--- src/hdl/pif_pkg.sv ---
// shared constants and carrier types for the peripheral interrupt flag banks
package pif_pkg;

	// ==========================================================================
	// bus geometry
	localparam int        PIF_ADDR_W        = 8;
	localparam int        PIF_DATA_W        = 32;
	localparam int        PIF_BANK_W        = 8;
	localparam int        PIF_NUM_BANKS     = 5;
	localparam int        PIF_NUM_BITS      = PIF_NUM_BANKS * PIF_BANK_W;
	localparam logic [1:0] PIF_RESP_OKAY    = 2'h0;
	localparam logic [1:0] PIF_RESP_SLVERR  = 2'h2;

	// ==========================================================================
	// register word indexes, byte address = index * 4
	localparam logic [5:0] PIF_IDX_FLAG_FIRST   = 6'h00;
	localparam logic [5:0] PIF_IDX_ENABLE_FIRST = 6'h05;
	localparam logic [5:0] PIF_IDX_CTRL         = 6'h0A;

	// ==========================================================================
	// control register fields and reset values
	localparam int        PIF_CTRL_PERIPH_EN  = 0;
	localparam int        PIF_CTRL_PRIO_MODE  = 1;
	localparam int        PIF_CTRL_VDIR       = 2;
	localparam logic [7:0] PIF_CTRL_MASK      = 8'h07;
	localparam logic [7:0] PIF_CTRL_RESET     = 8'h00;
	localparam logic [39:0] PIF_ENABLE_RESET  = 40'h00_0000_0000;
	localparam logic [39:0] PIF_FLAG_RESET    = 40'h00_0000_0000;

	// implemented flag bits, bank one in the low byte
	localparam logic [39:0] PIF_IMPL_MASK = 40'h07_07FF_FF7F;
	// buffer-state flags follow the serial ports and ignore writes
	localparam logic [39:0] PIF_AUTO_MASK = 40'h00_0030_0030;

	// ==========================================================================
	// flag positions in the 40-bit flag vector (bank * 8 + bit)
	localparam int PIF_B_CONV_DONE     = 6;
	localparam int PIF_B_UART_A_RX     = 5;
	localparam int PIF_B_UART_A_TX     = 4;
	localparam int PIF_B_SYNC_A_DONE   = 3;
	localparam int PIF_B_CAPCOMP_A     = 2;
	localparam int PIF_B_TIMER_B_MATCH = 1;
	localparam int PIF_B_TIMER_A_OVF   = 0;
	localparam int PIF_B_CLOCK_FAIL    = 15;
	localparam int PIF_B_CMP_A         = 14;
	localparam int PIF_B_CMP_B         = 13;
	localparam int PIF_B_NV_WRITE      = 12;
	localparam int PIF_B_SYNC_A_COLL   = 11;
	localparam int PIF_B_LOW_VOLTAGE   = 10;
	localparam int PIF_B_TIMER_C_OVF   = 9;
	localparam int PIF_B_CAPCOMP_B     = 8;
	localparam int PIF_B_SYNC_B_DONE   = 23;
	localparam int PIF_B_SYNC_B_COLL   = 22;
	localparam int PIF_B_UART_B_RX     = 21;
	localparam int PIF_B_UART_B_TX     = 20;
	localparam int PIF_B_CHARGE_TIMER  = 19;
	localparam int PIF_B_GATE_E        = 18;
	localparam int PIF_B_GATE_C        = 17;
	localparam int PIF_B_GATE_A        = 16;
	localparam int PIF_B_CAPCOMP_E     = 26;
	localparam int PIF_B_CAPCOMP_D     = 25;
	localparam int PIF_B_CAPCOMP_C     = 24;
	localparam int PIF_B_TIMER_F_MATCH = 34;
	localparam int PIF_B_TIMER_E_OVF   = 33;
	localparam int PIF_B_TIMER_D_MATCH = 32;

	// ==========================================================================
	// carriers
	// one-cycle event pulses, plus the capcomp_pwm mode levels, from peripherals on the same clock
	typedef struct packed {
		logic       conv_done;
		logic       sync_a_done;
		logic       sync_a_collision;
		logic       sync_b_done;
		logic       sync_b_collision;
		logic [4:0] capcomp_evt;   // a..e in bits 0..4
		logic [4:0] capcomp_pwm;   // level: unit a..e in pwm mode
		logic       timer_a_ovf;
		logic       timer_b_match;
		logic       timer_c_ovf;
		logic       timer_d_match;
		logic       timer_e_ovf;
		logic       timer_f_match;
		logic [2:0] timer_gate;    // a, c, e in bits 0..2
		logic       clock_fail;
		logic       nv_write_done;
		logic       charge_timer;
	} pif_events_t;

	// serial buffer state, index 0 is port a, index 1 is port b
	typedef struct packed {
		logic [1:0] rx_full;
		logic [1:0] tx_empty;
		logic [1:0] rx_read;
		logic [1:0] tx_write;
	} pif_uart_t;

endpackage : pif_pkg

--- src/hdl/pif_flag_cell.sv ---
// one software-cleared interrupt flag with set priority
`timescale 1ns/1ps
`default_nettype none
module pif_flag_cell (
	input  wire logic i_ref_clk,
	input  wire logic i_nrst,
	input  wire logic i_set,
	input  wire logic i_wr,
	input  wire logic i_wdata,
	output var  logic o_flag
);
	import pif_pkg::*;

	// ==========================================================================
	// flag storage
	// a set in the cycle of a clearing write still lands
	always_ff @(posedge i_ref_clk) begin
		if (!i_nrst) begin
			o_flag <= 1'b0;
		end else if (i_set) begin
			o_flag <= 1'b1;
		end else if (i_wr) begin
			o_flag <= i_wdata;
		end
	end

endmodule : pif_flag_cell
`default_nettype wire

--- src/hdl/pif_flags.sv ---
// peripheral interrupt flag banks with an axi4-lite register slave
//
// The AXI4-Lite interface to the registers and the placing of the registers were decided locally.
`timescale 1ns/1ps
`default_nettype none
module pif_flags (
	input  wire logic                           i_ref_clk,
	input  wire logic                           i_nrst,
	// axi4-lite slave
	input  wire logic [pif_pkg::PIF_ADDR_W-1:0] i_awaddr,
	input  wire logic                           i_awvalid,
	output var  logic                           o_awready,
	input  wire logic [pif_pkg::PIF_DATA_W-1:0] i_wdata,
	input  wire logic [3:0]                     i_wstrb,
	input  wire logic                           i_wvalid,
	output var  logic                           o_wready,
	output var  logic [1:0]                     o_bresp,
	output var  logic                           o_bvalid,
	input  wire logic                           i_bready,
	input  wire logic [pif_pkg::PIF_ADDR_W-1:0] i_araddr,
	input  wire logic                           i_arvalid,
	output var  logic                           o_arready,
	output var  logic [pif_pkg::PIF_DATA_W-1:0] o_rdata,
	output var  logic [1:0]                     o_rresp,
	output var  logic                           o_rvalid,
	input  wire logic                           i_rready,
	// peripheral side
	input  wire pif_pkg::pif_events_t           i_events,
	input  wire pif_pkg::pif_uart_t             i_uart,
	input  wire logic [1:0]                     i_cmp_out,
	input  wire logic                           i_voltage_above,
	// processor side
	output var  logic                           o_periph_irq
);
	import pif_pkg::*;

	// ==========================================================================
	// state
	logic [PIF_NUM_BITS-1:0] flags;
	logic [PIF_NUM_BITS-1:0] enables;
	logic [PIF_BANK_W-1:0]   ctrl;
	logic [PIF_NUM_BITS-1:0] hw_set;
	logic [PIF_NUM_BITS-1:0] auto_level;
	logic [PIF_NUM_BITS-1:0] auto_clr;

	// ==========================================================================
	// asynchronous analog levels: two flops, then an edge stage
	logic [2:0] async_s1;
	logic [2:0] async_s2;
	logic [2:0] async_s3;
	always_ff @(posedge i_ref_clk) begin
		if (!i_nrst) begin
			async_s1 <= 3'h0;
			async_s2 <= 3'h0;
			async_s3 <= 3'h0;
		end else begin
			async_s1 <= {i_voltage_above, i_cmp_out};
			async_s2 <= async_s1;
			async_s3 <= async_s2;
		end
	end

	// a pin already high at release must not look like a change: edges count
	// only once the edge stage holds a synchronised sample
	logic [1:0] sync_fill;
	wire        sync_primed = &sync_fill;
	always_ff @(posedge i_ref_clk) begin
		if (!i_nrst) begin
			sync_fill <= 2'h0;
		end else if (!sync_primed) begin
			sync_fill <= sync_fill + 2'h1;
		end
	end

	wire [1:0] cmp_change = (async_s2[1:0] ^ async_s3[1:0]) & {2{sync_primed}};
	wire       vdir_rise  = ctrl[PIF_CTRL_VDIR];
	wire       lv_rise    = async_s2[2] & ~async_s3[2];
	wire       lv_fall    = ~async_s2[2] & async_s3[2];
	wire       lv_event   = sync_primed & (vdir_rise ? lv_rise : lv_fall);
	// pwm mode suppresses the capture/compare event
	wire [4:0] capcomp_hit = i_events.capcomp_evt & ~i_events.capcomp_pwm;

	// ==========================================================================
	// set sources, no enable takes part here
	always_comb begin
		hw_set                      = '0;
		hw_set[PIF_B_CONV_DONE]     = i_events.conv_done;
		hw_set[PIF_B_SYNC_A_DONE]   = i_events.sync_a_done;
		hw_set[PIF_B_CAPCOMP_A]     = capcomp_hit[0];
		hw_set[PIF_B_TIMER_B_MATCH] = i_events.timer_b_match;
		hw_set[PIF_B_TIMER_A_OVF]   = i_events.timer_a_ovf;
		hw_set[PIF_B_CLOCK_FAIL]    = i_events.clock_fail;
		hw_set[PIF_B_CMP_A]         = cmp_change[0];
		hw_set[PIF_B_CMP_B]         = cmp_change[1];
		hw_set[PIF_B_NV_WRITE]      = i_events.nv_write_done;
		hw_set[PIF_B_SYNC_A_COLL]   = i_events.sync_a_collision;
		hw_set[PIF_B_LOW_VOLTAGE]   = lv_event;
		hw_set[PIF_B_TIMER_C_OVF]   = i_events.timer_c_ovf;
		hw_set[PIF_B_CAPCOMP_B]     = capcomp_hit[1];
		hw_set[PIF_B_SYNC_B_DONE]   = i_events.sync_b_done;
		hw_set[PIF_B_SYNC_B_COLL]   = i_events.sync_b_collision;
		hw_set[PIF_B_CHARGE_TIMER]  = i_events.charge_timer;
		hw_set[PIF_B_GATE_E]        = i_events.timer_gate[2];
		hw_set[PIF_B_GATE_C]        = i_events.timer_gate[1];
		hw_set[PIF_B_GATE_A]        = i_events.timer_gate[0];
		hw_set[PIF_B_CAPCOMP_E]     = capcomp_hit[4];
		hw_set[PIF_B_CAPCOMP_D]     = capcomp_hit[3];
		hw_set[PIF_B_CAPCOMP_C]     = capcomp_hit[2];
		hw_set[PIF_B_TIMER_F_MATCH] = i_events.timer_f_match;
		hw_set[PIF_B_TIMER_E_OVF]   = i_events.timer_e_ovf;
		hw_set[PIF_B_TIMER_D_MATCH] = i_events.timer_d_match;
	end

	always_comb begin
		auto_level                  = '0;
		auto_clr                    = '0;
		auto_level[PIF_B_UART_A_RX] = i_uart.rx_full[0];
		auto_clr[PIF_B_UART_A_RX]   = i_uart.rx_read[0];
		auto_level[PIF_B_UART_A_TX] = i_uart.tx_empty[0];
		auto_clr[PIF_B_UART_A_TX]   = i_uart.tx_write[0];
		auto_level[PIF_B_UART_B_RX] = i_uart.rx_full[1];
		auto_clr[PIF_B_UART_B_RX]   = i_uart.rx_read[1];
		auto_level[PIF_B_UART_B_TX] = i_uart.tx_empty[1];
		auto_clr[PIF_B_UART_B_TX]   = i_uart.tx_write[1];
	end

	// ==========================================================================
	// axi4-lite write channel: address and data taken in either order
	logic                  aw_held;
	logic                  w_held;
	logic [5:0]            aw_word;
	logic [PIF_BANK_W-1:0] w_byte;
	logic                  w_lane0;

	wire       aw_take  = i_awvalid & o_awready;
	wire       w_take   = i_wvalid & o_wready;
	wire       do_write = aw_held & w_held & ~o_bvalid;
	wire       wr_en    = do_write & w_lane0;
	wire       wr_map   = aw_word <= PIF_IDX_CTRL;
	wire [5:0] wr_enidx = aw_word - PIF_IDX_ENABLE_FIRST;

	assign o_awready = ~aw_held;
	assign o_wready  = ~w_held;

	always_ff @(posedge i_ref_clk) begin
		if (!i_nrst) begin
			aw_held <= 1'b0;
			w_held  <= 1'b0;
			aw_word <= 6'h00;
			w_byte  <= 8'h00;
			w_lane0 <= 1'b0;
			o_bvalid <= 1'b0;
			o_bresp <= PIF_RESP_OKAY;
		end else begin
			if (aw_take) begin
				aw_held <= 1'b1;
				aw_word <= i_awaddr[PIF_ADDR_W-1:2];
			end else if (do_write) begin
				aw_held <= 1'b0;
			end
			if (w_take) begin
				w_held  <= 1'b1;
				w_byte  <= i_wdata[PIF_BANK_W-1:0];
				w_lane0 <= i_wstrb[0];
			end else if (do_write) begin
				w_held <= 1'b0;
			end
			if (do_write) begin
				o_bvalid <= 1'b1;
				o_bresp  <= wr_map ? PIF_RESP_OKAY : PIF_RESP_SLVERR;
			end else if (i_bready) begin
				o_bvalid <= 1'b0;
			end
		end
	end

	// ==========================================================================
	// flag banks, one cell or one tracking flop per implemented bit, unimplemented bits tied to zero
	genvar gi;
	generate
		for (gi = 0; gi < PIF_NUM_BITS; gi++) begin : g_bit
			localparam logic [5:0] BANK = 6'(gi / PIF_BANK_W);
			localparam int         POS  = gi % PIF_BANK_W;
			wire flag_wr = wr_en & (aw_word == PIF_IDX_FLAG_FIRST + BANK);
			wire en_wr   = wr_en & (wr_enidx == BANK) & (aw_word >= PIF_IDX_ENABLE_FIRST);
			if (!PIF_IMPL_MASK[gi]) begin : g_none
				assign flags[gi]   = 1'b0;
				assign enables[gi] = 1'b0;
			end else begin : g_impl
				if (PIF_AUTO_MASK[gi]) begin : g_auto
					// read-only: the serial port owns the buffer state
					always_ff @(posedge i_ref_clk) begin
						if (!i_nrst) begin
							flags[gi] <= PIF_FLAG_RESET[gi];
						end else begin
							flags[gi] <= auto_level[gi] & ~auto_clr[gi];
						end
					end
				end else begin : g_sticky
					pif_flag_cell u_cell (
						.i_ref_clk (i_ref_clk),
						.i_nrst    (i_nrst),
						.i_set     (hw_set[gi]),
						.i_wr      (flag_wr),
						.i_wdata   (w_byte[POS]),
						.o_flag    (flags[gi])
					);
				end
				always_ff @(posedge i_ref_clk) begin
					if (!i_nrst) begin
						enables[gi] <= PIF_ENABLE_RESET[gi];
					end else if (en_wr) begin
						enables[gi] <= w_byte[POS];
					end
				end
			end
		end
	endgenerate

	wire ctrl_wr = wr_en & (aw_word == PIF_IDX_CTRL);
	always_ff @(posedge i_ref_clk) begin
		if (!i_nrst) begin
			ctrl <= PIF_CTRL_RESET;
		end else if (ctrl_wr) begin
			ctrl <= w_byte & PIF_CTRL_MASK;
		end
	end

	// ==========================================================================
	// request to the processor
	// with priority mode on, gating by level belongs to the priority logic outside
	wire periph_gate = ctrl[PIF_CTRL_PRIO_MODE] | ctrl[PIF_CTRL_PERIPH_EN];
	wire next_irq    = (|(flags & enables)) & periph_gate;
	always_ff @(posedge i_ref_clk) begin
		if (!i_nrst) begin
			o_periph_irq <= 1'b0;
		end else begin
			o_periph_irq <= next_irq;
		end
	end

	// ==========================================================================
	// axi4-lite read channel
	wire [5:0]            ar_word  = i_araddr[PIF_ADDR_W-1:2];
	wire [5:0]            ar_enidx = ar_word - PIF_IDX_ENABLE_FIRST;
	wire                  ar_flag  = ar_word < PIF_IDX_ENABLE_FIRST;
	wire                  ar_en    = (ar_word >= PIF_IDX_ENABLE_FIRST) & (ar_word < PIF_IDX_CTRL);
	wire                  ar_ctrl  = ar_word == PIF_IDX_CTRL;
	wire [PIF_BANK_W-1:0] rd_flag  = flags[{ar_word[2:0], 3'h0} +: PIF_BANK_W];
	wire [PIF_BANK_W-1:0] rd_en    = enables[{ar_enidx[2:0], 3'h0} +: PIF_BANK_W];
	wire [PIF_BANK_W-1:0] rd_byte  = ar_flag ? rd_flag :
	                                 ar_en   ? rd_en   :
	                                 ar_ctrl ? ctrl    : 8'h00;
	wire                  ar_take  = i_arvalid & o_arready;

	assign o_arready = ~o_rvalid;

	always_ff @(posedge i_ref_clk) begin
		if (!i_nrst) begin
			o_rvalid <= 1'b0;
			o_rdata  <= 32'h0000_0000;
			o_rresp  <= PIF_RESP_OKAY;
		end else if (ar_take) begin
			o_rvalid <= 1'b1;
			o_rdata  <= {24'h00_0000, rd_byte};
			o_rresp  <= (ar_flag | ar_en | ar_ctrl) ? PIF_RESP_OKAY : PIF_RESP_SLVERR;
		end else if (i_rready) begin
			o_rvalid <= 1'b0;
		end
	end

	wire bank1_wr = wr_en & (aw_word == PIF_IDX_FLAG_FIRST);
endmodule : pif_flags
`default_nettype wire

--- config.mk ---
export PLATFORM = sky130hd
export DESIGN_NAME = pif_flags
export DESIGN_NICKNAME = d
export VERILOG_FILES = /design/src/hdl/pif_pkg.sv /design/src/hdl/pif_flag_cell.sv /design/src/hdl/pif_flags.sv
export SDC_FILE = /design/constraint.sdc
export NUM_CORES = 1
export LEC_CHECK = 0
export ABC_AREA = 0
export ABC_CLOCK_PERIOD_IN_PS = 2400
export BUFFER_PORTS_ARGS = -buffer_cell sky130_fd_sc_hd__clkbuf_2
export CAP_MARGIN = 40
export CELL_PAD_IN_SITES_DETAIL_PLACEMENT = 1
export CELL_PAD_IN_SITES_GLOBAL_PLACEMENT = 1
export CORE_UTILIZATION = 35
export CTS_CLUSTER_SIZE = 28
export DETAILED_ROUTE_END_ITERATION = 8
export PLACE_DENSITY_LB_ADDON = 0.12
export SLEW_MARGIN = 40
export SYNTH_ARGS = -nofsm -noshare
export SYNTH_HDL_FRONTEND = slang
export SYNTH_SLANG_ARGS = --single-unit
--- constraint.sdc ---
create_clock -name i_ref_clk -period 2.4 [get_ports i_ref_clk]
set_input_delay 0.36 -clock i_ref_clk [delete_from_list [all_inputs] [get_ports i_ref_clk]]
set_output_delay 0.36 -clock i_ref_clk [all_outputs]
set_load 0.01 [all_outputs]
## Word-level counts from Yosys, hierarchy flattened

Cells that the tools add are included.
Widths: inputs -> output; s select.

- Bits in registers: 104
- Bits in latches: 0
- Memory bits (writable): 0
- ROM bits: 0
- Bits of input ports: 97
- Output and inout bits: 42
- Logic and storage cells: 239
- Memories kept: 0

- $add $sub $neg: 3
- Multipliers: 0
- Div/mod/pow operators: 0
- Order comparisons: 5
- Equality and inequality tests: 10
- Shift-type cells: 2
- Multiplexer cells: 63
- Bitwise operators: 49
- Reductions and logical operators: 33

Operators with widths:

| cell | number |
|---|---|
| $shiftx 40x7->8 | 2 |
| $mux 1 | 58 |
| $reduce_bool 2->1 | 29 |
| $reduce_or 40->1 | 1 |
| $and 35x35->35 | 1 |
| $and 1x1->1 | 31 |
| $eq 6x2->1 const B | 4 |
| $mux 8 | 2 |
| $eq 6x1->1 const B | 2 |
| $eq 6x3->1 const B | 2 |
| $eq 6x4->1 const B | 2 |
| $ge 6x3->1 const B | 2 |
| $logic_not 6->1 | 2 |
| $not 1->1 | 10 |
| $le 6x4->1 const B | 1 |
| $lt 6x3->1 const B | 1 |
| $lt 6x4->1 const B | 1 |
| $sub 6x3->6 const B | 1 |
| $and 5x5->5 | 1 |
| $not 5->5 | 1 |
| $mux 2 | 2 |
| $mux 3 | 1 |
| $or 1x1->1 | 3 |
| $sub 3x3->3 const B | 1 |
| other kinds (4) | 4 |

## Longest topological paths before layout

- Word-level depth: 6
- Gate-level depth with buffers: 9
- Mapped depth without buffers: 6

## Modules after synthesis

From an unflattened synthesis, not the netlist that was laid out.

- Cells, all modules: 490
- Area total of the unflattened synthesis: 5002.3 um2

Modules (own cells, without submodules):

| module | times used | cells an instance | area each (um2) | seq. area each (um2) |
|---|---|---|---|---|
| pif_flags | 1 | 415 | 4032.6 | 1541.5 |
| pif_flag_cell | 25 | 3 | 38.8 | 20.0 |

## Least setup slack after synthesis

No wires, ideal clock.

- Kind: input port to flip-flop
- From: input port i_araddr[3] (netlist name)
- To: register o_rdata[0] (netlist name)
- Library setup time: 0.134 ns
- Data arrival time: 2.459 ns
- Required time: 2.266 ns
- Setup slack: -0.193 ns
- Cell stages on the path: 9
- Buffers on the path: 3
- Path through: clkbuf_1 > buf_2 > inv_1 > ha_1 > buf_6 > mux4_2 > and2_1 > a2111oi_2 > o22ai_2

- Cells in the longest elaborated chain, start to end: 4
- Elaborated cells on any way between the ends: 11
- Classes of those cells: add/sub (1); order compare (3); eq/ne (1); shift (2); mux (3); bitwise (1)

RTL lines:

| what | line | source |
|---|---|---|
| from (decl) | pif_flags.sv:20 | `input wire logic [pif_pkg::PIF_ADDR_W-1:0] i_araddr,` |
| $sub 3x3->3, or another cell as far along | pif_flags.sv:245 | `wire [5:0] ar_enidx = ar_word - PIF_IDX_ENABLE_FIRST;` |
| $shiftx 40x7->8, or another cell as far along | pif_flags.sv:250 | `wire [PIF_BANK_W-1:0] rd_en = enables[{ar_enidx[2:0], 3'h0} +: PIF_BANK_W];` |
| $mux 8 | pif_flags.sv:252 | `ar_en ? rd_en :` |
| $mux 8 (*) | pif_flags.sv:251 | `wire [PIF_BANK_W-1:0] rd_byte = ar_flag ? rd_flag :` |
| to (signal assigned) | pif_flags.sv:265 | `o_rdata <= {24'h00_0000, rd_byte};` |
| to (decl) | pif_flags.sv:23 | `output var logic [pif_pkg::PIF_DATA_W-1:0] o_rdata,` |

Every way passes the cells marked *; elsewhere a longest branch is shown, timed or not.
A chain may end at the register's enable or synchronous reset.

## Worst setup path after layout

- From: register aw_held
- To: register enables[21]

- Cells in the longest elaborated chain, start to end: 5

RTL lines:

| what | line | source |
|---|---|---|
| from (decl) | pif_flags.sv:129 | `logic aw_held;` |
| from (signal assigned) | pif_flags.sv:147 | `aw_held <= 1'b0;` |
| from (signal assigned) | pif_flags.sv:156 | `aw_held <= 1'b1;` |
| from (signal assigned) | pif_flags.sv:159 | `aw_held <= 1'b0;` |
| $and 1x1->1 (2 in a row) | pif_flags.sv:137 | `wire do_write = aw_held & w_held & ~o_bvalid;` |
| $and 1x1->1 | pif_flags.sv:138 | `wire wr_en = do_write & w_lane0;` |
| $and 1x1->1 (2 in a row) | pif_flags.sv:185 | `wire en_wr = wr_en & (wr_enidx == BANK) & (aw_word >= PIF_IDX_ENABLE_FIRST);` |
| to (signal, indexed assignment) | pif_flags.sv:211 | `enables[gi] <= PIF_ENABLE_RESET[gi];` |
| to (signal, indexed assignment) | pif_flags.sv:213 | `enables[gi] <= w_byte[POS];` |
| to (decl) | pif_flags.sv:40 | `logic [PIF_NUM_BITS-1:0] enables;` |

Every way passes these cells.

==> metrics.cfg <==
[final_layout]
design_area_um2=5810
final_cells=779
nFillCells=1608
area_delta_synth_final_pct=16.0
antenna_cells=0
final_nets=695
drive_above_1_share_pct=22.4

[placed_design]
dpl-instance-area_um2=5540
place_congestion=0.791
port_buffers=81
dp_cells=763
place_ws_ns=0.117
dp_hpwl_um=10500

[clock_network]
cts_hold_buf=0
cts-root-buf=clkbuf_16
insertion_delay_ns=0.36
clk_path_buf_depth=2
cts_max_level=3
cts_sinks=102
cts_post_setup_buffers_inserted=0
cts.reportedPaths.clkPinSlew_ns=0.07
cts_tree=built
cts_made_buffers=9
ctsResizeCount=0

[critical_path]
cpLargestDelayFamily=simple AND/OR/NAND/NOR gates
critPathSlowestCell=and4_1
ff2ff_path_depth=4
critPathArrivalTime_ns=2.15
worstPathCellList=and4b_1, and4_1, mux2i_1, nor2b_1
crit_start=aw_held
cp_num_buf_inv=0
r2r_slack_ns=0.49
max_stage_delay_ns=0.64
cp_max_fo=9
regToRegEndpoint=enables[21]
r2r_start=aw_held
critPathLaunchType=flip-flop
critPathRequiredTime_ns=2.65
crit_type=reg -> reg
worstSetupEndpointType=flip-flop

[route]
drtAntennaViolNets=0
wl_per_cell_um=17.4
dr.pass1.iters=4
via_per_inst=5.11
drc=0
vias=3980
wirelength_um=13500
first_iter_violations=132

[sta]
worst_slew_pin_slew_ns=0.785
fmaxAchievable_ghz=0.524
fin_crit_sh_pct=79.6
finClkSkew_ns=0.00896
final_hold_viol_count=0
relSlewSlack_pct=47.5
maxSlewViolCount=0
min_period_ns=1.91
layout_setup_ws_ns=0.491
setup-tns-final_ns=0
rsz0062_at_grt=false
setup_viol=0

[synthesis]
synth_top_area_share_pct=40.8
postSynthAreaPerCell_um2=9.74
async_reset_ff_share_pct=0
synthTopCellsByArea=dfxtp_1 41%, mux2i_1 11%, nor2b_1 6.2%
synth.distinct_cells=55
ys_warn_count=0
synth_top_flop_cell=dfxtp_1
synth_edf_count=0
synth_seq_cells=102
syn_inst=514
netlist_area_um2=5010
synth-seq-area-share_pct=40.8
yosys.area.top_type=dfxtp_1

[min_path]
hold_class=in -> reg
hold_depth=2
whs_endpoint=async_s1[1]
hp-start=i_cmp_out[1]

[power_and_ir_drop]
power_density_nw_per_um2=624
p_leak_nw=2.50
ir_worst_vdd_mv=0.329

[die]
core_area_um2=13900
die_height_um=122
die_w_um=122
start_util_pct=35.9
die_area_um2=14800
rows=43
ios=139

[global_routing]
grt_usage_pct=19.5
first_global_vias=3910
antenna_found_initial=0
grt_first_pass_wirelength_um=21400
overflow=0
grt_max_degree=32

[run_status]
status=complete, no violations

[flow_run]
cap_violations=0

[cells in the final DEF (no fill, tap or decap), types with 3 or more instances in the layout]
cell / instances
clkbuf_16: 9
o21ai_0: 11
a21oi_1: 9
nand2b_1: 7
inv_1: 9
o221a_1: 3
a221oi_1: 6
nand4_1: 3
and3b_1: 4
xor2_1: 3
nor2_1: 23
mux2_2: 9
dfxtp_1: 102
a211o_1: 3
a22o_1: 7
o21a_1: 7
nand2_1: 41
nand3_1: 9
clkbuf_2: 81
conb_1: 26
nor2b_1: 50
o311a_1: 12
mux2i_1: 55
o2bb2ai_1: 9
ha_1: 4
mux4_2: 3
a22oi_1: 9
and2_1: 12
buf_4: 17
a21boi_0: 17
[logic make-up (layout without fill, tap and decap cells)]
logic type	Yosys count	count (layout)	share of synthesized area [%]
AND/OR/NAND/NOR	169	169	19.3
AO/OA/AOI/OAI	104	104	16.7
flip-flops	102	102	40.8
multiplexers	67	67	14.4
buffers and inverters	63	123	7.05
adder cells (fa/ha/maj)	4	4	1.00
XOR/XNOR	4	4	0.700
other	1	26	0.0749
[power breakdown]
group / switching [mW] / internal, mW
clock: 0.653 / 0.706
sequential: 0.0859 / 1.77
combinational: 0.215 / 0.196
[metrics by stage]
step	power, mW	utilization (%)	hold WS (ns)
finish	3.63	41.7	0.209
global route	3.80	41.7	0.194
CTS	3.68	41.7	0.195
detailed placement	2.31	39.8	0.421
global placement	2.29	39.8	0.416
floorplan	2.17	-	0.412
[flip-flops by register name (all words and copies together) (netlist names), 4 cells and up]
signal and count:
w_byte 8, o_rdata 8, flags 4, enables 29, aw_word 6, g_bit.g_impl.g_sticky.u_cell.o_flag 25
[cells in the mapped netlist, drive strengths merged, types with 4 or more instances]
master   instances
a2111oi          4
a21boi          17
a21oi            9
a221oi           6
a22o             7
a22oi            9
and2            13
and3b            4
buf             34
clkbuf          20
dfxtp          102
ha               4
inv              9
mux2             9
mux2i           55
nand2           41
nand2b           7
nand3            9
nor2            23
nor2b           50
o21a             7
o21ai           11
o221a            4
o2bb2ai          9
o311a           12
[per-layer routing]
layer  part of all wire (%)  wire (um)  up-vias  track usage, %
met2                     45       6150      110            30.2
li1                       -          -     1959               -
met3                    5.1        690       14            4.92
met5                      0          0        -               0
met4                    1.4        193        0            6.10
met1                     48       6510     1897            26.6
[final cells by class]
cell class | instances | area, um2 | share of cell area (%)
flip-flops and latches | 102 | 2040 | 35.2
inverters | 9 | 33.8 | 0.582
repair buffers | 98 | 533 | 9.18
well taps | 180 | 225 | 3.88
clock buffers | 11 | 233 | 4.01
multi-input cells | 374 | 2710 | 46.6
clock inverters | 5 | 35.0 | 0.603
[worst max-delay path by stage]
| stage | slack (ns) | cells after the start | endpoint |
|---|---|---|---|
| after floorplan | 0.003 | 9 | o_rdata[0] |
| after global placement | 0.16 | 7 | o_rdata[0] |
| after detailed placement | 0.12 | 7 | o_rdata[1] |
| after CTS | 0.48 | 4 | enables[21] |
| after global routing | 0.34 | 4 | enables[21] |
| final | 0.49 | 4 | enables[21] |
No activity file was read; power rests on OpenSTA's default activity.
